$ cat src/hdl/athn_pkg.sv
package athn_pkg;

  // bus geometry
  localparam int ATHN_ADR_W   = 8;
  localparam int ATHN_DAT_W   = 32;
  localparam int ATHN_IDX_W   = 6;

  // register word indices (byte address = index * 4)
  localparam logic [5:0] ATHN_IDX_CTRL     = 6'h00;
  localparam logic [5:0] ATHN_IDX_STATUS   = 6'h01;
  localparam logic [5:0] ATHN_IDX_INT_STAT = 6'h02;
  localparam logic [5:0] ATHN_IDX_INT_MASK = 6'h03;
  localparam logic [5:0] ATHN_IDX_SRC      = 6'h08;
  localparam logic [5:0] ATHN_IDX_DST      = 6'h10;

  // operand storage
  localparam int ATHN_SRC_WORDS = 8;
  localparam int ATHN_DST_WORDS = 4;
  localparam int ATHN_CHARS     = 16;

  // control register fields
  localparam int ATHN_CTRL_COND  = 0;
  localparam int ATHN_CTRL_ONCE  = 1;
  localparam int ATHN_CTRL_WIDTH = 2;

  // status register fields
  localparam int ATHN_ST_FAULT = 0;
  localparam int ATHN_ST_ZERO  = 1;
  localparam int ATHN_ST_SIGN  = 2;

  // interrupt status / mask fields
  localparam int ATHN_INT_W     = 2;
  localparam int ATHN_INT_DONE  = 0;
  localparam int ATHN_INT_FAULT = 1;

  // reset values
  localparam logic [15:0]         ATHN_WORD_RST = 16'h0000;
  localparam logic [ATHN_INT_W-1:0] ATHN_INT_RST  = 2'h0;

  // conversion width select
  typedef enum logic [1:0] {
    ATHN_W16  = 2'b00,
    ATHN_W32  = 2'b01,
    ATHN_W64  = 2'b10,
    ATHN_WRSV = 2'b11
  } athn_width_e;

  // characters taken per width, one bit per character, first character in bit 0
  localparam logic [15:0] ATHN_NEED_W16 = 16'h000F;
  localparam logic [15:0] ATHN_NEED_W32 = 16'h00FF;
  localparam logic [15:0] ATHN_NEED_W64 = 16'hFFFF;

  // destination words written per width
  localparam logic [3:0] ATHN_DMSK_W16 = 4'h1;
  localparam logic [3:0] ATHN_DMSK_W32 = 4'h3;
  localparam logic [3:0] ATHN_DMSK_W64 = 4'hF;

  // ascii code bounds of hex digits
  localparam logic [7:0] ATHN_CH_0     = 8'h30;
  localparam logic [7:0] ATHN_CH_9     = 8'h39;
  localparam logic [7:0] ATHN_CH_UA    = 8'h41;
  localparam logic [7:0] ATHN_CH_UF    = 8'h46;
  localparam logic [7:0] ATHN_CH_LA    = 8'h61;
  localparam logic [7:0] ATHN_CH_LF    = 8'h66;
  localparam logic [3:0] ATHN_LET_OFS  = 4'h9;

endpackage

$ cat src/hdl/athn_top.sv
// Chosen here: the register offsets and the Wishbone interface to the registers.
`timescale 1ns/1ps
// Contract
// - 16-bit mode: four characters from two source words form one destination word.
// - fault indicator set if any used character is not hex, cleared otherwise.
// - on an invalid character the destination words stay untouched.
// - valid characters are 0-9, a-f, A-F; both letter cases give ten to fifteen.
// - zero indicator set when the converted result is zero, cleared otherwise.
// - sign indicator follows the most significant bit of the converted result.
// - runs every cycle while condition is on, or once on its rising edge.
// - 32-bit mode: eight characters from four words fill two destination words.
// - 64-bit mode: sixteen characters, same validation and indicators as narrower modes.
// - 64-bit mode reads eight source words and fills four destination words.
module athn_top (
  // clock, reset, enable
  input  wire logic                            i_clk,
  input  wire logic                            i_srst,
  input  wire logic                            i_ce,
  // wishbone slave
  input  wire logic                            i_wb_cyc,
  input  wire logic                            i_wb_stb,
  input  wire logic                            i_wb_we,
  input  wire logic [athn_pkg::ATHN_ADR_W-1:0] i_wb_adr,
  input  wire logic [3:0]                      i_wb_sel,
  input  wire logic [athn_pkg::ATHN_DAT_W-1:0] i_wb_dat,
  output logic                                 o_wb_ack,
  output logic [athn_pkg::ATHN_DAT_W-1:0]      o_wb_dat,
  // indicators and interrupt
  output logic                                 o_fault,
  output logic                                 o_zero,
  output logic                                 o_sign,
  output logic                                 o_irq
);
  import athn_pkg::*;

  logic [15:0]           src_q [ATHN_SRC_WORDS];
  logic [15:0]           dst_q [ATHN_DST_WORDS];
  logic                  cond_q;
  logic                  cond_prev_q;
  logic                  once_q;
  athn_width_e           width_q;
  logic                  fault_q;
  logic                  zero_q;
  logic                  sign_q;
  logic [ATHN_INT_W-1:0] int_stat_q;
  logic [ATHN_INT_W-1:0] int_mask_q;
  logic                  ack_q;
  logic [31:0]           rdat_q;
  logic [31:0]           rdat_d;

  logic                  wb_req;
  logic                  wb_wr;
  logic [5:0]            word_idx;
  logic [31:0]           wr_mask;
  logic [7:0]            chr   [ATHN_CHARS];
  logic [3:0]            nib   [ATHN_CHARS];
  logic [15:0]           chr_ok;
  logic [63:0]           all_nib;
  logic [63:0]           value;
  logic [15:0]           need;
  logic [3:0]            dst_msk;
  logic                  width_ok;
  logic                  all_valid;
  logic                  res_sign;
  logic                  exec;
  logic                  ev_done;
  logic                  ev_fault;
  logic [ATHN_INT_W-1:0] int_clr;

  // ---------------- bus decode ----------------
  assign wb_req   = i_wb_cyc & i_wb_stb & ~ack_q;
  assign wb_wr    = wb_req & i_wb_we;
  assign word_idx = i_wb_adr[7:2];
  assign wr_mask  = {{8{i_wb_sel[3]}}, {8{i_wb_sel[2]}}, {8{i_wb_sel[1]}}, {8{i_wb_sel[0]}}};

  // answer one cycle after the request is seen; drops the cycle after
  always_ff @(posedge i_clk) begin
    if (i_srst) begin
      ack_q <= 1'b0;
    end else if (i_ce) begin
      ack_q <= wb_req;
    end
  end

  always_ff @(posedge i_clk) begin
    if (i_srst) begin
      cond_q  <= 1'b0;
      once_q  <= 1'b0;
      width_q <= ATHN_W16;
    end else if (i_ce && wb_wr && word_idx == ATHN_IDX_CTRL && i_wb_sel[0]) begin
      cond_q  <= i_wb_dat[ATHN_CTRL_COND];
      once_q  <= i_wb_dat[ATHN_CTRL_ONCE];
      width_q <= athn_width_e'(i_wb_dat[ATHN_CTRL_WIDTH +: 2]);
    end
  end

  always_ff @(posedge i_clk) begin
    if (i_srst) begin
      int_mask_q <= ATHN_INT_RST;
    end else if (i_ce && wb_wr && word_idx == ATHN_IDX_INT_MASK && i_wb_sel[0]) begin
      int_mask_q <= i_wb_dat[ATHN_INT_W-1:0];
    end
  end

  genvar gk;
  generate
    for (gk = 0; gk < ATHN_SRC_WORDS; gk++) begin : g_src
      always_ff @(posedge i_clk) begin
        if (i_srst) begin
          src_q[gk] <= ATHN_WORD_RST;
        end else if (i_ce && wb_wr && word_idx == ATHN_IDX_SRC + 6'(gk)) begin
          src_q[gk] <= (src_q[gk] & ~wr_mask[15:0]) | (i_wb_dat[15:0] & wr_mask[15:0]);
        end
      end
    end
  endgenerate

  // ---------------- character decode ----------------
  genvar gj;
  generate
    for (gj = 0; gj < ATHN_CHARS; gj++) begin : g_chr
      logic is_dig;
      logic is_let;
      // even character sits in the upper byte of its word
      assign chr[gj]    = src_q[gj/2][8*(1-(gj%2)) +: 8];
      assign is_dig     = (chr[gj] >= ATHN_CH_0) && (chr[gj] <= ATHN_CH_9);
      assign is_let     = ((chr[gj] >= ATHN_CH_UA) && (chr[gj] <= ATHN_CH_UF)) ||
                          ((chr[gj] >= ATHN_CH_LA) && (chr[gj] <= ATHN_CH_LF));
      assign chr_ok[gj] = is_dig | is_let;
      assign nib[gj]    = is_let ? chr[gj][3:0] + ATHN_LET_OFS : chr[gj][3:0];
      // first character lands in the top nibble
      assign all_nib[63-4*gj -: 4] = nib[gj];
    end
  endgenerate

  always_comb begin
    need     = ATHN_NEED_W16;
    dst_msk  = ATHN_DMSK_W16;
    value    = {48'h0000_0000_0000, all_nib[63:48]};
    res_sign = all_nib[63];
    width_ok = 1'b1;
    case (width_q)
      ATHN_W16: begin
        need     = ATHN_NEED_W16;
        dst_msk  = ATHN_DMSK_W16;
        value    = {48'h0000_0000_0000, all_nib[63:48]};
        res_sign = all_nib[63];
      end
      ATHN_W32: begin
        need     = ATHN_NEED_W32;
        dst_msk  = ATHN_DMSK_W32;
        value    = {32'h0000_0000, all_nib[63:32]};
        res_sign = all_nib[63];
      end
      ATHN_W64: begin
        need     = ATHN_NEED_W64;
        dst_msk  = ATHN_DMSK_W64;
        value    = all_nib;
        res_sign = all_nib[63];
      end
      default: begin
        // reserved width never executes
        width_ok = 1'b0;
      end
    endcase
  end

  assign all_valid = &(chr_ok | ~need);

  // ---------------- execution ----------------
  // once mode fires only on the cycle the condition rises
  assign exec     = i_ce & width_ok & cond_q & (~once_q | ~cond_prev_q);
  assign ev_done  = exec & all_valid;
  assign ev_fault = exec & ~all_valid;

  always_ff @(posedge i_clk) begin
    if (i_srst) begin
      cond_prev_q <= 1'b0;
    end else if (i_ce) begin
      cond_prev_q <= cond_q;
    end
  end

  generate
    for (gk = 0; gk < ATHN_DST_WORDS; gk++) begin : g_dst
      always_ff @(posedge i_clk) begin
        if (i_srst) begin
          dst_q[gk] <= ATHN_WORD_RST;
        end else if (ev_done && dst_msk[gk]) begin
          dst_q[gk] <= value[16*gk +: 16];
        end
      end
    end
  endgenerate

  always_ff @(posedge i_clk) begin
    if (i_srst) begin
      fault_q <= 1'b0;
    end else if (exec) begin
      fault_q <= ~all_valid;
    end
  end

  always_ff @(posedge i_clk) begin
    if (i_srst) begin
      zero_q <= 1'b0;
      sign_q <= 1'b0;
    end else if (ev_done) begin
      zero_q <= (value == 64'h0000_0000_0000_0000);
      sign_q <= res_sign;
    end
  end

  // ---------------- interrupts ----------------
  assign int_clr = (wb_wr && word_idx == ATHN_IDX_INT_STAT && i_wb_sel[0]) ?
                   i_wb_dat[ATHN_INT_W-1:0] : ATHN_INT_RST;

  // a new event outranks a write-one-to-clear in the same cycle
  always_ff @(posedge i_clk) begin
    if (i_srst) begin
      int_stat_q <= ATHN_INT_RST;
    end else if (i_ce) begin
      int_stat_q <= (int_stat_q & ~int_clr) | {ev_fault, ev_done};
    end
  end

  // ---------------- read path ----------------
  always_comb begin
    rdat_d = 32'h0000_0000;
    if (word_idx == ATHN_IDX_CTRL) begin
      rdat_d[ATHN_CTRL_COND]         = cond_q;
      rdat_d[ATHN_CTRL_ONCE]         = once_q;
      rdat_d[ATHN_CTRL_WIDTH +: 2]   = width_q;
    end else if (word_idx == ATHN_IDX_STATUS) begin
      rdat_d[ATHN_ST_FAULT] = fault_q;
      rdat_d[ATHN_ST_ZERO]  = zero_q;
      rdat_d[ATHN_ST_SIGN]  = sign_q;
    end else if (word_idx == ATHN_IDX_INT_STAT) begin
      rdat_d[ATHN_INT_W-1:0] = int_stat_q;
    end else if (word_idx == ATHN_IDX_INT_MASK) begin
      rdat_d[ATHN_INT_W-1:0] = int_mask_q;
    end else if (word_idx >= ATHN_IDX_SRC && word_idx < ATHN_IDX_SRC + 6'(ATHN_SRC_WORDS)) begin
      rdat_d[15:0] = src_q[3'(word_idx - ATHN_IDX_SRC)];
    end else if (word_idx >= ATHN_IDX_DST && word_idx < ATHN_IDX_DST + 6'(ATHN_DST_WORDS)) begin
      rdat_d[15:0] = dst_q[2'(word_idx - ATHN_IDX_DST)];
    end
  end

  always_ff @(posedge i_clk) begin
    if (i_srst) begin
      rdat_q <= 32'h0000_0000;
    end else if (i_ce && wb_req) begin
      rdat_q <= rdat_d;
    end
  end

  assign o_wb_ack = ack_q;
  assign o_wb_dat = rdat_q;
  assign o_fault  = fault_q;
  assign o_zero   = zero_q;
  assign o_sign   = sign_q;
  assign o_irq    = |(int_stat_q & int_mask_q);
endmodule

$ cat config.mk
export PLATFORM = sky130hd
export DESIGN_NAME = athn_top
export DESIGN_NICKNAME = d
export VERILOG_FILES = /design/src/hdl/athn_pkg.sv /design/src/hdl/athn_top.sv
export SDC_FILE = /design/constraint.sdc
export NUM_CORES = 1
export LEC_CHECK = 0
export BUFFER_PORTS_ARGS = -buffer_cell sky130_fd_sc_hd__buf_4
export CAP_MARGIN = 30
export CORE_MARGIN = 2
export CORE_UTILIZATION = 41
export CTS_CLUSTER_SIZE = 24
export DETAILED_ROUTE_END_ITERATION = 8
export PLACE_DENSITY = 0.63
export SYNTH_ARGS = -nofsm -noshare
export SYNTH_HDL_FRONTEND = slang
export SYNTH_SLANG_ARGS = --single-unit
$ cat constraint.sdc
create_clock -name i_clk -period 3.7 [get_ports i_clk]
set_clock_uncertainty 0.05 [all_clocks]
set_input_delay 0.555 -clock i_clk [delete_from_list [all_inputs] [get_ports i_clk]]
set_output_delay 0.555 -clock i_clk [all_outputs]
set_load 0.01 [all_outputs]
# --- Word level (Yosys, flattened, before mapping) ---
# Memories as Yosys holds them, arrays and structs flattened.
# Cells that the tools add are included.
totals:
  output_inout_bits: 37
  regBits: 29
  inputBits: 50
  ramBits: 192
  memories: 2
classes:
  addsub: 18
  magnitude_cmp: 100
  n_reduce_logical: 92
  n_eq_ne: 13
  bitwise: 65
  mux: 81
mem_list:
  columns: ["name", "depth", "width", "read_ports", "rd_clocked_by_memory_dff", "write_ports", "line_no", "source"]
  rows:
  - ["src_q", 8, 16, 9, 0, 8, "athn_top.sv:36", "logic [15:0] src_q [ATHN_SRC_WORDS];"]
  - ["dst_q", 4, 16, 1, 0, 4, "athn_top.sv:37", "logic [15:0] dst_q [ATHN_DST_WORDS];"]
ops:
  columns: ["operator", "count"]
  rows:
  - ["$ge A8 B7 Y1 const B", 32]
  - ["$le A8 B7 Y1 const B", 32]
  - ["$mux W16", 14]
  - ["$and A16 B16 Y16", 9]
  - ["$or A16 B16 Y16", 9]
  - ["$ge A8 B6 Y1 const B", 16]
  - ["$le A8 B6 Y1 const B", 16]
  - ["$pmux W64 S2", 1]
  - ["$logic_and A1 B1 Y1", 70]
  - ["$mux W4", 17]
  - ["$add A4 B4 Y4 const B", 16]
  - ["$logic_not A64 Y1", 1]
  - ["$eq A6 B4 Y1 const B", 8]
  - ["$mux W1", 39]
  - ["$not A16 Y16", 2]
  - ["$pmux W16 S2", 1]
  - ["$or A1 B1 Y1", 29]
  - ["$mux W14", 2]
  - ["$logic_or A1 B1 Y1", 16]
  - ["$reduce_and A16 Y1", 1]
  - ["$mux W13", 1]
  - ["$eq A6 B2 Y1 const B", 2]
  - ["$lt A6 B5 Y1 const B", 2]
  - ["$mux W12", 1]
  - ["19 further kinds", 32]

# --- Longest topological paths before layout ---
# Gate-level depths: netlist of the first run.
# An unclocked memory read counts as a cell.
logic_depth:
  ltp_word: 13
  ltp_mapped: 12
  ltp_nobuf: 10

# --- Worst setup path after synthesis of the first run ---
# No wires, ideal clock.
synth_path:
  path_type: "flip-flop to flip-flop"
  from: "mem src_q[7][8]"
  to: "mem dst_q[2][0], enable pin"
  path_stages_with_launch: 9
  required_ns: 3.222
  n_path_buf: 0
  setup_ns: 0.428
  slack_ns: -0.343
  t_arrival_ns: 3.564
  path_cell_list: "edfxtp_1 > inv_1 > ha_1 > o21bai_1 > a2111oi_0 > o2111ai_1 > o41ai_2 > nand4_1 > o21bai_1"
synth_lines:
  columns: ["item", "line_no"]
  rows:
  - ["start, declared", "athn_top.sv:36"]
  - ["end, declared", "athn_top.sv:37"]

==> impl_metrics.json, run 1 <==
{
  "postSynth.asyncResetShare": 0,
  "yosys_warnings": 0,
  "overflow": 0,
  "drcViolationCount": 0,
  "grt_setup_unrepaired": "no",
  "finalCritPeriodShare": 0.9853,
  "hold_violations": 0,
  "cts.clk_slew.worst_paths_ps": 70,
  "synth_ff_type": "edfxtp_1",
  "post-route-min-period_ps": 3646,
  "setup_ws_ps": 54.48,
  "power_density_mw_per_mm2": 372.7,
  "hp-class": "in -> reg",
  "dp_slack_ps": 210.7,
  "totalWireLength_um": 46600,
  "multi_input_area_mm2": 0.007368,
  "path_cells": "inv_1 > ha_1 > o21bai_1 > o41ai_1 > buf_4 > o211ai_1 > o41ai_1 > nand3_1 > or4_1 > or4_1 > o21ai_1",
  "gp_congestion": 0.9885,
  "start_util": 0.4137,
  "syn-cell-area_mm2": 0.01422,
  "ys_ff_latch": 221,
  "crit_path_max_fanout": 5,
  "final.setup.tns_ps": 0,
  "syn_area_per_cell_um2": 10.41,
  "cts_resized": 0,
  "grt_start_max_net_pins": 73,
  "firstDrtPassIters": 5,
  "setup_viol": 0,
  "max_cap_violations": 0,
  "core.rowCount": 68,
  "ctsHoldBuffers": 0,
  "clk_latency_ps": 560,
  "status": "finished, final reports clean",
  "max_clock_freq_mhz": 274.3,
  "drive_above_1_share": 0.1809,
  "cts_buffer_depth": 3,
  "cts_max_level": 1,
  "relSlewSlack": 0.2660,
  "coreArea_mm2": 0.03437,
  "path_delay_family": "compound AO/OA/AOI/OAI gates",
  "regArea_mm2": 0.006346,
  "slew_violations": 0,
  "grt_pass1_vias": 10950,
  "diodes": 0,
  "detailedPlacementHpwl_um": 34720,
  "cts_setup_buffers": 0,
  "die_area_mm2": 0.03619,
  "gr-usage-all-layers": 0.2587,
  "grt_pass1_wl_um": 70370,
  "root_buffer": "clkbuf_16",
  "dieHeight_um": 190.2,
  "synth_edf_count": 192,
  "fill_cells": 3207,
  "startpoint_type": "flip-flop",
  "fin_nets": 1543,
  "critPathArrivalTime_ps": 4080,
  "antenna_found_initial": 0,
  "syn_inst": 1366,
  "areaGrowthSynthToFinish_pct": 14.33,
  "critical_path_class": "reg -> reg",
  "vias": 11630,
  "drt_iter0_drc": 1533,
  "die_width_um": 190.2,
  "cts_tree": "done",
  "path_buf_inv": 2,
  "cts_buffers": 25,
  "slowest_stage": "or4_1",
  "seq_area_frac_synth": 0.4463,
  "ant_nets": 0,
  "cpPeakStageDelay_ps": 550,
  "top_level_ports": 87,
  "total_leakage_power_nw": 5.970,
  "wl_per_cell_um": 24.35,
  "required_ps": 4130,
  "vdd_ir_drop_max_mv": 0.2860,
  "vias_per_cell": 6.077,
  "port_buffers": 50,
  "crit_path_end_kind": "flip-flop",
  "yosysUniqueCellTypes": 83,
  "tightest_slew_ps": 1092,
  "cts.sinks": 221
}
-- metrics by stage --
stage	instances	util	hold slack (ps)	instance area, um2	power (mW)
3_3_place_gp	1868	0.4494	409.0	15450	3.576
5_1_grt	1914	0.4730	213.6	16260	6.252
4_1_cts	1914	0.4730	199.9	16260	6.082
2_1_floorplan	1381	-	394.4	14280	3.315
6_report	1914	0.4730	207.4	16260	6.060
3_5_place_dp	1868	0.4494	413.1	15450	3.588
-- logic make-up after synthesis --
family                   synth area share
AND/OR/NAND/NOR                    0.1996
XOR/XNOR                         0.008007
adder cells (fa/ha/maj)           0.04663
multiplexers                      0.09767
AO/OA/AOI/OAI                      0.1589
buffers and inverters             0.04259
flip-flops                         0.4463
other                           0.0002637
-- worst min-delay path: cells and delay by family --
kind                   cells  cell delay [ps]
AND/OR/NAND/NOR            1               80
buffers and inverters      1               80
multiplexers               1               60
-- layer usage --
layer | vias to the layer above | routed length [um] | GRT usage
met2 | 571 | 20540 | 0.3940
met1 | 5646 | 20080 | 0.3673
met5 | - | 0 | 0
met4 | 0 | 1508 | 0.08110
met3 | 82 | 4481 | 0.05760
li1 | 5332 | - | -
-- cells in the final DEF, fill, tap and decap left out, types with 8 or more instances in the layout --
cell / Yosys / routed
edfxtp_1: 192 / 192
buf_4: 16 / 126
nand2_1: 125 / 125
a21oi_1: 123 / 123
nor2_1: 85 / 85
o21ai_0: 72 / 72
nand2b_1: 62 / 62
and3_1: 61 / 61
ha_1: 53 / 53
inv_1: 47 / 47
mux4_2: 46 / 46
nand3_1: 31 / 31
dfxtp_1: 29 / 29
clkbuf_16: 0 / 25
o211ai_1: 23 / 23
mux2i_1: 21 / 21
nand4_1: 18 / 18
nor2b_1: 19 / 18
nor3_1: 18 / 17
conb_1: 1 / 16
nor4_1: 13 / 13
a31oi_1: 13 / 13
o21bai_1: 19 / 11
o31ai_1: 11 / 11
a22oi_1: 11 / 11
a221oi_1: 11 / 11
xnor2_1: 10 / 10
or3b_2: 9 / 9
nor3b_1: 8 / 8
o21bai_2: 0 / 8
mux2_2: 8 / 8
-- cell type report --
class / count / share of cell area
clock buffers: 25 / 0.03848
clock inverters: 21 / 0.01147
inverters: 47 / 0.01085
multi-input cells: 1017 / 0.4532
flip-flops and latches: 221 / 0.3903
well taps: 455 / 0.03502
repair buffers: 128 / 0.06064
-- power by group --
part,internal [mW],leakage (nW),switching (mW)
clock network,1.44,0.400,1.07
logic,0.260,3.36,0.421
registers,2.78,2.21,0.0839
total,4.49,5.97,1.57
-- sequential cells by signal, summed over array words and instances (netlist names), 2 cells and up --
register    flops
dst_q          64
int_mask_q      2
int_stat_q      2
o_wb_dat       16
src_q         128
width_q         2
-- synth_stat cells, drive strengths merged (4+ instances only) --
library cell	number	area (um2)
and2	7	43.79
or3b	12	105.1
a41oi	7	61.31
a22oi	11	82.58
o31ai	11	82.58
and3	61	381.6
a2111oi	8	76.32
nor2b	19	118.9
edfxtp	192	5766
nor4	14	102.6
o21ai	73	365.4
nand3	31	155.2
a22o	4	35.03
o211ai	23	172.7
mux4	48	1089
or3	6	37.54
o41ai	5	51.30
inv	47	176.4
a31oi	14	102.6
a211oi	4	30.03
nand3b	5	37.54
nor3	18	90.09
mux2	8	90.09
o21bai	19	142.6
xnor2	10	87.58
clkbuf	63	237.7
nor2	85	319.1
nor3b	9	72.57
o22ai	4	25.02
mux2i	21	210.2
nand2	125	469.2
a21oi	123	615.6
o21a	4	30.03
ha	53	663.1
nand4	18	112.6
buf	33	191.4
a221oi	11	96.34
dfxtp	29	580.6
nor4b	15	231.5
o211a	5	50.05
nand2b	62	387.9
-- path summary, 6_finish.rpt --
path	end	slack, ps	startpoint	depth (start not counted)
setup / recovery	o_zero	50	src_q[3][9]	11
hold / removal	width_q[1]	210	i_wb_dat[3]	3
setup reg to reg	o_zero	50	src_q[3][9]	11
hold reg to reg	cond_prev_q	420	cond_prev_q	2
Power figures use the tool's default switching activity.
==> run 2: changes to the inputs <==
--- a/config.mk
+++ b/config.mk
@@ -11,7 +11,7 @@
 export CORE_UTILIZATION = 41
 export CTS_CLUSTER_SIZE = 24
 export DETAILED_ROUTE_END_ITERATION = 8
-export PLACE_DENSITY = 0.63
+export PLACE_DENSITY_LB_ADDON = 0.25
 export SYNTH_ARGS = -nofsm -noshare
 export SYNTH_HDL_FRONTEND = slang
 export SYNTH_SLANG_ARGS = --single-unit
==> run 2 against run 1 <==
Sequential power about the same; final area up 0.66%; worst hold slack better by 10 ps; non-clock buffer count up 8; register-to-register slack about the same; critical path depth down 1; die area unchanged; sequential share of layout area down 0.26 points; fmax up 0.35%; cell count up 0.47%; critical path type unchanged; largest power group unchanged.
==> impl_metrics.json, run 2 (synthesis results as in run 1) <==
{
  "antenna_found_initial": 0,
  "ant_nets": 0,
  "grt_setup_unrepaired": "no",
  "relSlewSlack": 0.2517,
  "hold_violations": 0,
  "root_buffer": "clkbuf_16",
  "die_area_mm2": 0.03619,
  "status": "finished, final reports clean",
  "drive_above_1_share": 0.1853,
  "crit_path_end_kind": "flip-flop",
  "path_buf_inv": 1,
  "top_level_ports": 87,
  "finalCritPeriodShare": 0.9818,
  "detailedPlacementHpwl_um": 35380,
  "cts_buffer_depth": 3,
  "drt_iter0_drc": 1464,
  "crit_start": "src_q[5][0]",
  "grt_pass1_wl_um": 71340,
  "max_clock_freq_mhz": 275.3,
  "mostFrequentLayoutCells": "192 x edfxtp_1, 134 x buf_4, 125 x nand2_1",
  "power_density_mw_per_mm2": 374.5,
  "cts_buffers": 26,
  "cts_max_level": 1,
  "path_cells": "inv_1 > ha_1 > or3b_2 > and3_1 > o21ai_0 > a21boi_0 > nand3_1 > or3_1 > or4_1 > o21ai_1",
  "post-route-min-period_ps": 3633,
  "vdd_ir_drop_max_mv": 0.3135,
  "max_cap_violations": 0,
  "fill_cells": 3221,
  "dieHeight_um": 190.2,
  "cts.sinks": 221,
  "totalWireLength_um": 47880,
  "total_leakage_power_nw": 6.025,
  "clk_latency_ps": 550,
  "setup_viol": 0,
  "die_width_um": 190.2,
  "rr_startpoint": "src_q[5][0]",
  "port_buffers": 50,
  "gr-usage-all-layers": 0.2632,
  "coreArea_mm2": 0.03437,
  "dp_cells": 1876,
  "slew_violations": 0,
  "crit_path_max_fanout": 6,
  "cts.clk_slew.worst_paths_ps": 60,
  "largest_register_ff_count": 128,
  "hp-class": "in -> reg",
  "largest_register": "src_q",
  "drcViolationCount": 0,
  "gp_congestion": 0.9938,
  "slowest_stage": "or4_1",
  "critPathArrivalTime_ps": 4040,
  "start_util": 0.4137,
  "overflow": 0,
  "tightest_slew_ps": 1107,
  "path_delay_family": "simple AND/OR/NAND/NOR gates",
  "layout.cells.non_filler": 1923,
  "vias_per_cell": 6.139,
  "grt_pass1_vias": 11170,
  "grt_start_max_net_pins": 57,
  "cpPeakStageDelay_ps": 530,
  "firstDrtPassIters": 5,
  "critical_path_class": "reg -> reg",
  "cts_tree": "done",
  "fin_nets": 1552,
  "required_ps": 4110,
  "final.setup.tns_ps": 0,
  "worstHoldStart": "i_wb_dat[3]",
  "areaGrowthSynthToFinish_pct": 15.09,
  "wl_per_cell_um": 24.90,
  "final_common_cell": "edfxtp_1",
  "diodes": 0,
  "vias": 11810,
  "core.rowCount": 68,
  "startpoint_type": "flip-flop"
}
==> run 2: cell count changes in the layout (fill, tap and decap cells not counted), sizes merged <==
cell,previous run,this run
clkbuf,25,37
buf,128,136
clkinv,15,7
bufinv,3,1
clkinvlp,2,0
inv,48,49
==> run 2: routing by layer <==
metal,GRT usage,share of wire
met1,0.3845,0.44
met2,0.3944,0.44
met3,0.03975,0.084
met4,0.1002,0.040
met5,0,0
==> run 2: layout make-up <==
class | count | area (um2) | area share
clock buffers | 37 | 764.5 | 0.04671
clock inverters | 10 | 82.58 | 0.005046
inverters | 47 | 176.4 | 0.01078
multi-input cells | 1017 | 7381 | 0.4510
flip-flops and latches | 221 | 6346 | 0.3878
well taps | 455 | 569.3 | 0.03479
repair buffers | 136 | 1046 | 0.06391
==> run 2: what timing repair did <==
item / CTS / global route
endpoints found under the hold margin: 0 / 0
hold buffers: 0 / 0
endpoints found under the setup margin: 0 / 16
buffers inserted: 0 / 0
gates resized for setup: 0 / 3
==> run 2: path summary, 6_finish.rpt <==
| kind | endpoint | slack, ps | cells past startpoint |
|---|---|---|---|
| max | o_zero | 70 | 10 |
| min reg2reg | cond_prev_q | 420 | 2 |
| max reg2reg | o_zero | 70 | 10 |
| min | width_q[1] | 220 | 3 |
==> run 2: worst min-delay path, delay by kind of cell <==
kind	cells	cell delay, ps
buffers and inverters	1	80
multiplexers	1	60
AND/OR/NAND/NOR	1	70
==> run 2: through the flow <==
step / power [mW] / util / worst slack [ps] / hold WS [ps] / instance area, um2
6_report: 6.128 / 0.4761 / 67.18 / 217.8 / 16370
2_1_floorplan: 3.315 / - / 320.6 / 394.4 / 14280
3_3_place_gp: 3.587 / 0.4512 / 296.0 / 410.1 / 15510
5_1_grt: 6.292 / 0.4761 / 6.806 / 223.3 / 16370
4_1_cts: 6.144 / 0.4759 / 132.7 / 204.9 / 16360
3_5_place_dp: 3.597 / 0.4512 / 216.9 / 415.8 / 15510
==> run 2: power breakdown <==
| part | leakage, nW | internal (mW) | switching (mW) |
|---|---|---|---|
| registers | 2.21 | 2.78 | 0.0804 |
| clock network | 0.419 | 1.51 | 1.06 |
| logic | 3.39 | 0.265 | 0.431 |
| total | 6.03 | 4.56 | 1.57 |
